**src/hw/scr_pkg.sv**
```systemverilog
// System-control register bank: shared constants and carrier types.
// Assumes a 32-bit AXI4-Lite register bus and word-indexed register slots.
package scr_pkg;

    // ************************************************************
    // Register indices (byte address is four times the index)
    // ************************************************************
    localparam logic [5:0] IDX_EPC_LO  = 6'h0e;
    localparam logic [5:0] IDX_REVISION_IDENTIFIER    = 6'h0f;
    localparam logic [5:0] IDX_CONFIG  = 6'h10;
    localparam logic [5:0] IDX_LINKED_LOAD_PHYS  = 6'h11;
    localparam logic [5:0] IDX_WATCH_LOW_REG = 6'h12;
    localparam logic [5:0] IDX_WATCH_HIGH_REG = 6'h13;
    localparam logic [5:0] IDX_XCTX_LO = 6'h14;
    localparam logic [5:0] IDX_XCTX_HI = 6'h15;
    localparam logic [5:0] IDX_EPC_HI  = 6'h16;

    // ************************************************************
    // Configuration word fields and fixed bits
    // ************************************************************
    localparam int         CFG_EC_POS   = 28;
    localparam int         CFG_EP_POS   = 24;
    localparam int         CFG_AD_POS   = 23;
    localparam int         CFG_M16_POS  = 20;
    localparam int         CFG_BE_POS   = 15;
    localparam int         CFG_IC_POS   = 9;
    localparam int         CFG_DC_POS   = 6;
    localparam logic [31:0] CFG_ONES    = 32'h0004_5000;
    localparam logic [2:0] CACHE_CODE   = 3'h2;
    localparam logic [2:0] K0_UNCACHED  = 3'h2;
    localparam logic       ENDIAN_LITTLE = 1'b0;

    // Extended context layout: base 63:35, region 34:33, page pair 32:4
    localparam int         XC_VPN_POS   = 4;
    localparam int         XC_R_POS     = 33;
    localparam int         XC_BASE_POS  = 35;

    // Watch register layout
    localparam int         WLO_RD_BIT   = 1;
    localparam int         WLO_WR_BIT   = 0;

    // Zero word, bus response codes and strap capture count
    localparam logic [31:0] ZERO32      = 32'h0000_0000;
    localparam logic [1:0]  RESP_OKAY   = 2'h0;
    localparam logic [1:0]  RESP_SLVERR = 2'h2;
    localparam logic [1:0]  SYNC_DONE   = 2'h3;  // Capture edge is one before this count

    // ************************************************************
    // Carrier types
    // ************************************************************
    typedef struct packed {
        logic        valid;
        logic        isa16;
        logic        mode64;
        logic [63:0] vaddr;
    } scr_exc_event_type;

    typedef struct packed {
        logic        valid;
        logic [63:0] vaddr;
    } scr_miss_event_type;

    typedef struct packed {
        logic        valid;
        logic        is_load;
        logic        is_store;
        logic [35:0] paddr;
    } scr_mem_access_type;

endpackage

```
**src/hw/scr_regs.sv**
```systemverilog
// System-control register bank of the core, reached over AXI4-Lite.
// Assumes core events arrive on clk_sys; strap pins are asynchronous.
//
// Implementation choice: register access over AXI4-Lite.
`timescale 1ns/1ps

module scr_regs #(
    parameter int          ADDR_W   = 8,
    parameter logic [7:0]  REV_MAJ  = 8'h01,
    parameter logic [7:0]  REV_MIN  = 8'h00,
    parameter logic [15:0] IMP_CODE = 16'h00a5  // Arbitrary implementation code
) (
    input  wire logic                        clk_sys,
    input  wire logic                        reset,
    input  wire logic [ADDR_W-1:0]           s_axi_awaddr,
    input  wire logic                        s_axi_awvalid,
    output logic                             s_axi_awready,
    input  wire logic [31:0]                 s_axi_wdata,
    input  wire logic [3:0]                  s_axi_wstrb,
    input  wire logic                        s_axi_wvalid,
    output logic                             s_axi_wready,
    output logic [1:0]                       s_axi_bresp,
    output logic                             s_axi_bvalid,
    input  wire logic                        s_axi_bready,
    input  wire logic [ADDR_W-1:0]           s_axi_araddr,
    input  wire logic                        s_axi_arvalid,
    output logic                             s_axi_arready,
    output logic [31:0]                      s_axi_rdata,
    output logic [1:0]                       s_axi_rresp,
    output logic                             s_axi_rvalid,
    input  wire logic                        s_axi_rready,
    input  wire logic                        sixteen_isa_strap,
    input  wire logic [2:0]                  clock_ratio_strap,
    input  wire scr_pkg::scr_exc_event_type  exc_event,
    input  wire scr_pkg::scr_miss_event_type miss_event,
    input  wire scr_pkg::scr_mem_access_type mem_access,
    output logic [63:0]                      exc_return_addr,
    output logic                             sixteen_bit_isa_enabled,
    output logic                             kseg0_uncached,
    output logic                             watch_exception
);

    // ************************************************************
    // Elaboration checks
    // ************************************************************
    if (ADDR_W < 7 || ADDR_W > 32) begin : g_bad_addr_w
        $error("ADDR_W must cover all register slots and fit 32 bits");
    end

    // ************************************************************
    // State
    // ************************************************************
    typedef struct packed {
        logic [1:0]  strap_sync1;
        logic [1:0]  strap_sync2;
        logic [2:0]  ratio_sync1;
        logic [2:0]  ratio_sync2;
        logic [1:0]  cap_cnt;
        logic        sixteen_bit_isa_enabled;
        logic [2:0]  sys_clock_ratio;
        logic [3:0]  writeback_pattern;
        logic        accel_data;
        logic [2:0]  kseg_zero_coherency;
        logic [63:0] exc_return_addr;
        logic [31:0] linked_load_phys;
        logic [31:0] watch_low_reg;
        logic [31:0] watch_high_reg;
        logic [28:0] page_table_base;
        logic [1:0]  xc_region;
        logic [28:0] faulting_vpage_pair;
        logic        aw_have;
        logic [5:0]  aw_idx;
        logic        aw_bad;
        logic        w_have;
        logic [31:0] w_data;
        logic [3:0]  w_strb;
        logic        awready;
        logic        wready;
        logic        bvalid;
        logic [1:0]  bresp;
        logic        arready;
        logic        rvalid;
        logic [31:0] rdata;
        logic [1:0]  rresp;
        logic        kseg0_uncached;
        logic        watch_exception;
    } scr_state_type;

    scr_state_type state_reg;
    scr_state_type state_next;

    // Byte-lane merge of a write into a 32-bit word
    function automatic logic [31:0] merge(input logic [31:0] old_w, input logic [31:0] new_w,
                                          input logic [3:0] strb);
        logic [31:0] res;
        res = old_w;
        for (int i = 0; i < 4; i++) begin
            if (strb[i]) begin
                res[8*i +: 8] = new_w[8*i +: 8];
            end
        end
        return res;
    endfunction

    // Word index of a byte address; flags addresses beyond the slot range
    function automatic logic [6:0] decode(input logic [ADDR_W-1:0] addr);
        logic [ADDR_W-1:0] idx;
        idx = addr >> 2;
        return {(idx > ADDR_W'(scr_pkg::IDX_EPC_HI)), idx[5:0]};
    endfunction

    // Mapped slot test
    function automatic logic mapped(input logic [5:0] idx);
        return idx >= scr_pkg::IDX_EPC_LO && idx <= scr_pkg::IDX_EPC_HI;
    endfunction

    logic [31:0] cfg_word;
    logic [31:0] revision_identifier_word;
    logic [63:0] xctx_word;
    logic [6:0]  ar_dec;
    logic [6:0]  aw_dec;
    logic [32:0] watch_addr;
    logic        watch_hit;

    // ************************************************************
    // Read views of composite registers
    // ************************************************************
    always_comb begin
        cfg_word = scr_pkg::CFG_ONES;
        cfg_word[scr_pkg::CFG_EC_POS +: 3]  = state_reg.sys_clock_ratio;
        cfg_word[scr_pkg::CFG_EP_POS +: 4]  = state_reg.writeback_pattern;
        cfg_word[scr_pkg::CFG_AD_POS]       = state_reg.accel_data;
        cfg_word[scr_pkg::CFG_M16_POS]      = state_reg.sixteen_bit_isa_enabled;
        cfg_word[scr_pkg::CFG_BE_POS]       = scr_pkg::ENDIAN_LITTLE;
        cfg_word[scr_pkg::CFG_IC_POS +: 3]  = scr_pkg::CACHE_CODE;
        cfg_word[scr_pkg::CFG_DC_POS +: 3]  = scr_pkg::CACHE_CODE;
        cfg_word[2:0]                       = state_reg.kseg_zero_coherency;
        revision_identifier_word = {IMP_CODE, REV_MAJ[3:0], REV_MIN[3:0], 8'h00} >> 8;
        revision_identifier_word[7:0] = {REV_MAJ[3:0], REV_MIN[3:0]};
        revision_identifier_word[15:8] = IMP_CODE[7:0];
        revision_identifier_word[31:16] = 16'h0000;
        xctx_word = {state_reg.page_table_base, state_reg.xc_region,
                     state_reg.faulting_vpage_pair, 4'h0};
        ar_dec = decode(s_axi_araddr);
        aw_dec = decode(s_axi_awaddr);
        watch_addr = {state_reg.watch_high_reg[3:0], state_reg.watch_low_reg[31:3]};
        watch_hit = mem_access.valid && (mem_access.paddr[35:3] == watch_addr)
                    && ((mem_access.is_load && state_reg.watch_low_reg[scr_pkg::WLO_RD_BIT])
                     || (mem_access.is_store && state_reg.watch_low_reg[scr_pkg::WLO_WR_BIT]));
    end

    // ************************************************************
    // Next-state logic
    // ************************************************************
    always_comb begin
        logic [31:0] cw;
        cw = scr_pkg::ZERO32;
        state_next = state_reg;

        // Strap synchronisers and one-time capture after reset release
        state_next.strap_sync1 = {sixteen_isa_strap, 1'b0};
        state_next.strap_sync2 = state_reg.strap_sync1;
        state_next.ratio_sync1 = clock_ratio_strap;
        state_next.ratio_sync2 = state_reg.ratio_sync1;
        if (state_reg.cap_cnt != scr_pkg::SYNC_DONE) begin
            state_next.cap_cnt = state_reg.cap_cnt + 2'h1;
            // Second flop holds the strap from the second edge after release; capture is on the third
            if (state_reg.cap_cnt == scr_pkg::SYNC_DONE - 2'h1) begin
                state_next.sixteen_bit_isa_enabled = state_reg.strap_sync2[1];
                state_next.sys_clock_ratio = state_reg.ratio_sync2;
            end
        end

        // Write channel acceptance, either order
        if (s_axi_awvalid && state_reg.awready) begin
            state_next.aw_have = 1'b1;
            state_next.aw_idx  = aw_dec[5:0];
            state_next.aw_bad  = aw_dec[6] || !mapped(aw_dec[5:0]);
        end
        if (s_axi_wvalid && state_reg.wready) begin
            state_next.w_have = 1'b1;
            state_next.w_data = s_axi_wdata;
            state_next.w_strb = s_axi_wstrb;
        end
        if (state_reg.bvalid && s_axi_bready) begin
            state_next.bvalid = 1'b0;
        end

        // Register update once both halves are held
        if (state_reg.aw_have && state_reg.w_have && !state_reg.bvalid) begin
            state_next.aw_have = 1'b0;
            state_next.w_have  = 1'b0;
            state_next.bvalid  = 1'b1;
            state_next.bresp   = state_reg.aw_bad ? scr_pkg::RESP_SLVERR : scr_pkg::RESP_OKAY;
            if (!state_reg.aw_bad) begin
                case (state_reg.aw_idx)
                    scr_pkg::IDX_EPC_LO: begin
                        state_next.exc_return_addr[31:0] =
                            merge(state_reg.exc_return_addr[31:0], state_reg.w_data, state_reg.w_strb);
                    end
                    scr_pkg::IDX_EPC_HI: begin
                        state_next.exc_return_addr[63:32] =
                            merge(state_reg.exc_return_addr[63:32], state_reg.w_data, state_reg.w_strb);
                    end
                    scr_pkg::IDX_CONFIG: begin
                        cw = merge(cfg_word, state_reg.w_data, state_reg.w_strb);
                        state_next.writeback_pattern   = cw[scr_pkg::CFG_EP_POS +: 4];
                        state_next.accel_data          = cw[scr_pkg::CFG_AD_POS];
                        state_next.kseg_zero_coherency = cw[2:0];
                    end
                    scr_pkg::IDX_LINKED_LOAD_PHYS: begin
                        state_next.linked_load_phys =
                            merge(state_reg.linked_load_phys, state_reg.w_data, state_reg.w_strb);
                    end
                    scr_pkg::IDX_WATCH_LOW_REG: begin
                        state_next.watch_low_reg =
                            merge(state_reg.watch_low_reg, state_reg.w_data, state_reg.w_strb);
                    end
                    scr_pkg::IDX_WATCH_HIGH_REG: begin
                        state_next.watch_high_reg =
                            merge(state_reg.watch_high_reg, state_reg.w_data, state_reg.w_strb);
                    end
                    scr_pkg::IDX_XCTX_HI: begin
                        cw = merge(xctx_word[63:32], state_reg.w_data, state_reg.w_strb);
                        state_next.page_table_base = cw[31:3];
                    end
                    default: begin
                        cw = scr_pkg::ZERO32;  // Read-only slots ignore writes
                    end
                endcase
            end
        end

        // Hardware captures win over a same-cycle software write
        if (exc_event.valid) begin
            if (!state_reg.sixteen_bit_isa_enabled) begin
                state_next.exc_return_addr = exc_event.vaddr;
            end else if (exc_event.mode64) begin
                state_next.exc_return_addr = {exc_event.vaddr[63:1], exc_event.isa16};
            end else begin
                state_next.exc_return_addr = {{32{exc_event.vaddr[31]}},
                                              exc_event.vaddr[31:1], exc_event.isa16};
            end
        end
        if (miss_event.valid) begin
            state_next.faulting_vpage_pair = miss_event.vaddr[39:11];
            state_next.xc_region = miss_event.vaddr[63:62];
        end

        // Read channel
        if (state_reg.rvalid && s_axi_rready) begin
            state_next.rvalid = 1'b0;
        end
        if (s_axi_arvalid && state_reg.arready) begin
            state_next.rvalid = 1'b1;
            state_next.rresp  = scr_pkg::RESP_OKAY;
            if (ar_dec[6]) begin
                state_next.rdata = scr_pkg::ZERO32;
                state_next.rresp = scr_pkg::RESP_SLVERR;
            end else begin
                case (ar_dec[5:0])
                    scr_pkg::IDX_EPC_LO:  state_next.rdata = state_reg.exc_return_addr[31:0];
                    scr_pkg::IDX_EPC_HI:  state_next.rdata = state_reg.exc_return_addr[63:32];
                    scr_pkg::IDX_REVISION_IDENTIFIER:    state_next.rdata = revision_identifier_word;
                    scr_pkg::IDX_CONFIG:  state_next.rdata = cfg_word;
                    scr_pkg::IDX_LINKED_LOAD_PHYS:  state_next.rdata = state_reg.linked_load_phys;
                    scr_pkg::IDX_WATCH_LOW_REG: state_next.rdata = state_reg.watch_low_reg;
                    scr_pkg::IDX_WATCH_HIGH_REG: state_next.rdata = state_reg.watch_high_reg;
                    scr_pkg::IDX_XCTX_LO: state_next.rdata = xctx_word[31:0];
                    scr_pkg::IDX_XCTX_HI: state_next.rdata = xctx_word[63:32];
                    default: begin
                        state_next.rdata = scr_pkg::ZERO32;
                        state_next.rresp = scr_pkg::RESP_SLVERR;
                    end
                endcase
            end
        end

        // Ready flags held as flops
        state_next.awready = !state_next.aw_have && !state_next.bvalid;
        state_next.wready  = !state_next.w_have && !state_next.bvalid;
        state_next.arready = !state_next.rvalid;

        // Core-facing outputs
        state_next.kseg0_uncached  = state_next.kseg_zero_coherency == scr_pkg::K0_UNCACHED;
        state_next.watch_exception = watch_hit;
    end

    // ************************************************************
    // State register
    // ************************************************************
    always_ff @(posedge clk_sys or posedge reset) begin
        if (reset) begin
            state_reg <= '0;
        end else begin
            state_reg <= state_next;
        end
    end

    // Outputs straight from flops
    assign s_axi_awready           = state_reg.awready;
    assign s_axi_wready            = state_reg.wready;
    assign s_axi_bvalid            = state_reg.bvalid;
    assign s_axi_bresp             = state_reg.bresp;
    assign s_axi_arready           = state_reg.arready;
    assign s_axi_rvalid            = state_reg.rvalid;
    assign s_axi_rdata             = state_reg.rdata;
    assign s_axi_rresp             = state_reg.rresp;
    assign exc_return_addr         = state_reg.exc_return_addr;
    assign sixteen_bit_isa_enabled = state_reg.sixteen_bit_isa_enabled;
    assign kseg0_uncached          = state_reg.kseg0_uncached;
    assign watch_exception         = state_reg.watch_exception;

    // ************************************************************
    // Assertions
    // ************************************************************
    property p_ret32;
        @(posedge clk_sys) disable iff (reset)
        (exc_event.valid && sixteen_bit_isa_enabled && !exc_event.mode64)
        |=> exc_return_addr[31:1] == $past(exc_event.vaddr[31:1]);
    endproperty
    a_ret32: assert property (p_ret32) else $error("return address low bits not captured");

    property p_ret64;
        @(posedge clk_sys) disable iff (reset)
        (exc_event.valid && sixteen_bit_isa_enabled && exc_event.mode64)
        |=> exc_return_addr[63:1] == $past(exc_event.vaddr[63:1]);
    endproperty
    a_ret64: assert property (p_ret64) else $error("return address 64-bit not captured");

    property p_mode_bit;
        @(posedge clk_sys) disable iff (reset)
        (exc_event.valid && sixteen_bit_isa_enabled) |=> exc_return_addr[0] == $past(exc_event.isa16);
    endproperty
    a_mode_bit: assert property (p_mode_bit) else $error("mode bit wrong");

    property p_revision_identifier;
        @(posedge clk_sys) disable iff (reset)
        (s_axi_arvalid && s_axi_arready && s_axi_araddr == ADDR_W'({scr_pkg::IDX_REVISION_IDENTIFIER, 2'b00}))
        |=> s_axi_rvalid && s_axi_rdata[7:0] == {REV_MAJ[3:0], REV_MIN[3:0]};
    endproperty
    a_revision_identifier: assert property (p_revision_identifier) else $error("revision read wrong");

    property p_cfg_fixed;
        @(posedge clk_sys) disable iff (reset)
        (s_axi_arvalid && s_axi_arready && s_axi_araddr == ADDR_W'({scr_pkg::IDX_CONFIG, 2'b00}))
        |=> (s_axi_rdata & 32'h806f_fff8) == (scr_pkg::CFG_ONES | 32'h0000_0480);
    endproperty
    a_cfg_fixed: assert property (p_cfg_fixed) else $error("config fixed bits wrong");

    property p_uncached;
        @(posedge clk_sys) disable iff (reset)
        kseg0_uncached == (state_reg.kseg_zero_coherency == scr_pkg::K0_UNCACHED);
    endproperty
    a_uncached: assert property (p_uncached) else $error("kseg0 cache mode wrong");

    property p_watch;
        @(posedge clk_sys) disable iff (reset)
        (mem_access.valid && mem_access.is_load && state_reg.watch_low_reg[scr_pkg::WLO_RD_BIT]
         && mem_access.paddr[35:3] == watch_addr) |=> watch_exception;
    endproperty
    a_watch: assert property (p_watch) else $error("watch exception missed");

    property p_miss;
        @(posedge clk_sys) disable iff (reset)
        miss_event.valid |=> state_reg.faulting_vpage_pair == $past(miss_event.vaddr[39:11]);
    endproperty
    a_miss: assert property (p_miss) else $error("page pair not captured");

    property p_strap_fixed;
        @(posedge clk_sys) disable iff (reset)
        (state_reg.cap_cnt == scr_pkg::SYNC_DONE) |=> $stable(sixteen_bit_isa_enabled)
                                                      && $stable(state_reg.sys_clock_ratio);
    endproperty
    a_strap_fixed: assert property (p_strap_fixed) else $error("strap value changed after capture");

endmodule

```
**config.mk**
```make
export PLATFORM = sky130hd
export DESIGN_NAME = scr_regs
export DESIGN_NICKNAME = d
export VERILOG_FILES = /design/src/hw/scr_pkg.sv /design/src/hw/scr_regs.sv
export SDC_FILE = /design/constraint.sdc
export NUM_CORES = 1
export LEC_CHECK = 0
export BUFFER_PORTS_ARGS = -buffer_cell sky130_fd_sc_hd__buf_2
export CAP_MARGIN = 20
export CORE_UTILIZATION = 40
export CTS_CLUSTER_DIAMETER = 80
export CTS_CLUSTER_SIZE = 28
export DETAILED_ROUTE_END_ITERATION = 6
export PLACE_DENSITY_LB_ADDON = 0.05
export SLEW_MARGIN = 20
export SYNTH_ARGS = -nofsm -noshare
export SYNTH_HDL_FRONTEND = slang
export SYNTH_SLANG_ARGS = --single-unit
```
**constraint.sdc**
```tcl
create_clock -name clk_sys -period 14 [get_ports clk_sys]
set_input_delay 0.7 -clock clk_sys [delete_from_list [all_inputs] [get_ports clk_sys]]
set_output_delay 0.7 -clock clk_sys [all_outputs]
set_load 0.03 [all_outputs]
```
==> impl_metrics.ini, run 1 <==
[status]
status = completed

[worst_setup_path]
cp_data_arrival_time_ns = 3.33
worstPathRequired_ns = 14.44
crit_fanout = 34
slowest_delay_ns = 0.73
path_delay_family = simple AND/OR/NAND/NOR gates
critPathLaunchType = input pin
cp_num_buf_inv = 2
crit_type = input pin to register
endpoint_kind = register
crit_chain = buf_2, nand4bb_1, nor2_2, buf_4, a22o_1, a221oi_1, o21ai_0
cp_slowest_cell = nor2_2

[synth]
synth.most_common_cell = dfrtp_1
synth_area_sq_mm = 0.01602
yosys.area.top_type = dfrtp_1
synth_common_cells = 328 x dfrtp_1, 242 x mux2_2, 104 x buf_4, 90 x nand2_1, 65 x a22oi_1
yosysUniqueCellTypes = 67
seq_area_frac_synth_pct = 51.23
syn_avg_cell_area_sq_um = 12.08
synth_ff_type = dfrtp_1
synth-async-reset-ratio_pct = 100.0
synth_top_area_share_pct = 51.23
yosys_warnings = 0
synth-seq-cells = 328
synthCells = 1326
yosys-top-cells-area = dfrtp_1 51%, mux2_2 17%, buf_4 4.9%
synth_edf_count = 0

[layout]
fin_util_pct = 46.13
fillerInstances = 3741
largest_register_ffs = 207
final_net_count = 1733
final_layout_size_suffix_gt1_share_pct = 42.28
area_growth_pct = 12.57

[power]
peakVddDrop_mv = 0.1131
seqPwrFrac_pct = 51.9
power.total_mw = 2.580
power_density_mw_per_mm2 = 143.0
comb_power_share_pct = 21.5
switching_share_pct = 34.76
internal_power_mw = 1.683
p_leak_nw = 8.871
p_switching_mw = 0.8966
clockPowerShare_pct = 26.6

[route]
vias = 11360
routedWlPerCell_microns = 25.99
post_drt_via_cell_ratio = 5.600
drt_iter0_drc = 691
drtPass1Iterations = 5
drc_errors = 0
wirelength_microns = 52730
ant_nets = 0

[global_route]
grt_pass1_wl_microns = 77830
grt_overflow_total = 0
antenna_found_initial = 3
grt_pass1_vias = 11500
grt_max_degree = 175
grt_usage_pct = 25.74

[sta]
drv_slew = 0
worstMarginPinSlew_ns = 1.139
final.setup.worst_slack_ns = 11.11
layout_min_cycle_time_ns = 2.886
setup_viol = 0
max_freq_ghz = 0.3466
rsz0062_at_grt = false
timing.final.crit_share_pct = 20.61
relSlewSlack_pct = 24.06
hold_viol_final = 0
fin_setup_tns_ns = 0
skew_ns = 0.03026

[floorplanning]
ios = 342
fp.dieArea_sq_mm = 0.04085
dieHeight_microns = 202.1
core_area_sq_mm = 0.03910
initial_utilization_pct = 40.98
num_rows = 72
fp.dieW_microns = 202.1

[place]
numPortBuffers = 299
hpwl_microns = 35350
post-place-ws_ns = 10.58
gp_congestion = 0.7748

[cts]
cts_tree = built
clk_pin_slew_worst_paths_ns = 0.11
cts_resized = 0
cts_max_path_buffers = 3
htreeDepth = 1
cts_hold_buf = 0
cts_buffers = 20
clockRootBuffer = clkbuf_16
postCtsSetupBuffers = 0
cts.sinks = 328
clock_latency_ns = 0.54

[job]
drv_cap = 0

[min_path]
hold_class = input pin to register
-- final timing paths --
kind / start / to / slack, ns / depth (start not counted)
min reg2reg: state_next[322]$_DFF_PP0_ / state_reg[322]$_DFF_PP0_ / 0.36 / 0
max reg2reg: sixteen_bit_isa_enabled$_DFFE_PP0P_ / exc_return_addr[59]$_DFFE_PP0P_ / 11.66 / 6
min: clock_ratio_strap[1] / state_next[323]$_DFF_PP0_ / 0.26 / 1
min in group asynchronous: reset / state_reg[320]$_DFFE_PP0P_ / 0.27 / 2
max in group asynchronous: reset / state_reg[79]$_DFF_PP0_ / 12.23 / 3
max: s_axi_araddr[4] / s_axi_rdata[1]$_DFFE_PP0P_ / 11.11 / 7
-- per-layer routing --
metal,GRT usage (%),vias to the layer above,wire (microns)
li1,-,5115,-
met1,37.67,5890,24730
met2,40.49,313,24370
met3,3.563,44,2452
met4,5.666,0,1178
met5,0,-,0
-- power by group through the flow --
stage          clock [mW]  sequential, mW  combinational (mW)
6_report            0.687            1.34               0.554
5_1_grt             0.736            1.37               0.599
4_1_cts             0.706            1.34               0.559
3_5_place_dp            0            1.36               0.557
3_3_place_gp            0            1.35               0.549
2_1_floorplan           0            1.27               0.436
-- worst reg2reg max path: cells and delay by family, from the launching register on --
kind	cells	cell delay, ns
muxes	1	0.16
buffers and inverters	1	0.50
DFF	1	0.64
and+or+nand+nor	2	0.66
AOI/OAI and AO/OA	2	0.33
-- per-stage QoR --
stage	cells	cell area, sq um	hold WS [ns]
4_1_cts	2027	18020	0.2369
3_3_place_gp	1993	17310	0.3325
5_1_grt	2029	18030	0.2402
6_report	2029	18030	0.2580
2_1_floorplan	1327	16020	0.3312
3_5_place_dp	1993	17310	0.3385
-- kinds of logic after synthesis --
logic type | synth area share, %
muxes | 18.37
buffers and inverters | 7.092
AOI/OAI and AO/OA | 13.91
xor gates and xnor gates | 1.859
adders and majority gates | 0.1562
and+or+nand+nor | 7.357
other | 0.02341
DFF | 51.23
-- cells in the final DEF (no fill, tap or decap), types with 7 or more instances in the layout --
cell         n
dfrtp_1    328
buf_2      298
mux2_2     242
nand2_1     88
a22oi_1     65
a22o_1      64
o21ai_0     45
a21o_1      32
a21oi_1     29
xnor2_1     27
buf_4       22
a221oi_1    21
clkbuf_16   21
nor2_1      18
nand4_1     16
mux2i_1     15
inv_1       14
nand3_1     10
a31oi_1     10
nand2_4      9
nand2b_1     8
o21ai_1      8
xor2_1       7
-- area by class of cell --
class | count | area (sq um) | area share [%]
sequential | 328 | 8208 | 45.51
multi-input combinational | 811 | 6720 | 37.26
timing repair buffer | 321 | 1677 | 9.297
tap | 518 | 648.1 | 3.594
clock buffer | 24 | 556.8 | 3.087
clock inverter | 10 | 156.4 | 0.8672
inverter | 15 | 63.81 | 0.3538
antenna | 2 | 5.005 | 0.02775
Power figures use the tool's default switching activity.
==> inputs of run 2 (changes only) <==
Clock period 14 ns to 2.4 ns, I/O delays scaled along.
==> impl_metrics.ini, run 2 (synthesis gave the netlist of run 1 again) <==
[cts]
cts_buffers = 24
cts_hold_buf = 143
cts_resized = 0
cts.sinks = 328
clock_latency_ns = 0.57
htreeDepth = 1
clk_pin_slew_worst_paths_ns = 0.09
cts_tree = built
postCtsSetupBuffers = 0
cts_max_path_buffers = 3
clockRootBuffer = clkbuf_16

[global_route]
antenna_found_initial = 2
grt_max_degree = 81
grt_pass1_wl_microns = 79990
grt_pass1_vias = 12170
grt_usage_pct = 26.42
grt_overflow_total = 0

[sta]
drv_slew = 0
skew_ns = 0.03369
setup_viol = 0
hold_viol_final = 0
max_freq_ghz = 0.4751
whs_ns = 0.01764
timing.final.crit_share_pct = 87.70
layout_min_cycle_time_ns = 2.105
worstMarginPinSlew_ns = 0.8297
fin_setup_tns_ns = 0
relSlewSlack_pct = 44.69
final.setup.worst_slack_ns = 0.2953
rsz0062_at_grt = false

[worst_setup_path]
r2r.worst_path.cells = 6
worstPathRequired_ns = 2.84
cp.depth = 6
cp_slowest_cell = a21oi_2
cp_num_buf_inv = 1
crit_chain = nor2_1, nand3_1, nor4_4, buf_4, a21oi_2, mux2_2
slowest_delay_ns = 0.64
path_delay_family = compound AO/OA/AOI/OAI gates
cp_data_arrival_time_ns = 2.54
critPathLaunchType = register
crit_fanout = 8
endpoint_kind = register
crit_type = register to register

[route]
ant_nets = 0
drt_iter0_drc = 681
routedWlPerCell_microns = 24.31
post_drt_via_cell_ratio = 5.448
drtPass1Iterations = 5
drc_errors = 0
vias = 12110
wirelength_microns = 54010

[layout]
mostFrequentLayoutCell = dfrtp_1
final_cell_mix = 328 x dfrtp_1, 298 x buf_2, 242 x mux2_2
fillerInstances = 3595
area_growth_pct = 25.47
final_layout_size_suffix_gt1_share_pct = 40.48
stdcell_area_sq_mm = 0.02010
final_net_count = 1920
fin_cells = 2222
largest_register_ffs = 207
fin_util_pct = 51.41

[power]
comb_power_share_pct = 22.1
seqPwrFrac_pct = 48.3
switching_share_pct = 34.57
clockPowerShare_pct = 29.7
p_switching_mw = 5.593
p_leak_nw = 9.801
peakVddDrop_mv = 0.6487
power_density_mw_per_mm2 = 804.9
power.total_mw = 16.18
internal_power_mw = 10.59

[floorplanning]
fp.dieW_microns = 202.1
num_rows = 72
fp.dieArea_sq_mm = 0.04085
dieHeight_microns = 202.1
core_area_sq_mm = 0.03910
ios = 342
initial_utilization_pct = 40.98

[min_path]
hold_class = input pin to register
holdPathStages = 4

[status]
status = completed

[place]
dp.cells = 2033
gp_congestion = 0.8021
numPortBuffers = 299
hpwl_microns = 38120
post_dp_cell_area_sq_mm = 0.01773
post-place-ws_ns = 0.2703

[job]
drv_cap = 0
## run 2: metal layers
layer | share of wire, % | track usage [%] | vias up | wire [microns]
li1 | - | - | 5502 | -
met1 | 46 | 37.86 | 6147 | 24590
met2 | 47 | 42.32 | 396 | 25280
met3 | 5.3 | 3.225 | 61 | 2857
met4 | 2.4 | 6.928 | 0 | 1289
met5 | 0 | 0 | - | 0
## run 2: worst paths after layout
| kind | startpoint | to | slack, ns |
|---|---|---|---|
| max | state_reg[80]$_DFFE_PP0P_ | exc_return_addr[38]$_DFFE_PP0P_ | 0.30 |
| min | exc_event[41] | exc_return_addr[41]$_DFFE_PP0P_ | 0.02 |
| max reg2reg | state_reg[80]$_DFFE_PP0P_ | exc_return_addr[38]$_DFFE_PP0P_ | 0.30 |
| min reg2reg | state_next[329]$_DFF_PP0_ | state_reg[329]$_DFF_PP0_ | 0.36 |
| max in group asynchronous | reset | state_reg[64]$_DFFE_PP0P_ | 1.32 |
| min in group asynchronous | reset | state_reg[218]$_DFFE_PP0P_ | 0.22 |
## run 2: final cells by class
class,instances,area [sq um],area share (%)
clock inverter,17,280.3,1.394
tap,518,648.1,3.224
clock buffer,27,653.1,3.249
multi-input combinational,811,6718,33.42
antenna,2,5.005,0.02490
sequential,328,8208,40.83
timing repair buffer,504,3528,17.55
inverter,15,60.06,0.2988
## run 2: power groups by stage
stage | clock, mW | sequential [mW] | combinational, mW
CTS | 4.91 | 7.80 | 3.60
global placement | 0 | 7.87 | 3.34
floorplan | 0 | 7.41 | 2.55
finish | 4.80 | 7.81 | 3.57
detailed placement | 0 | 7.91 | 3.39
global route | 5.12 | 7.96 | 3.85
## run 2: tightest hold or removal path, stage by stage
cell and delay, ns:
buf_2 0.08, a21o_1 0.11, a22o_1 0.11, mux2_2 0.13
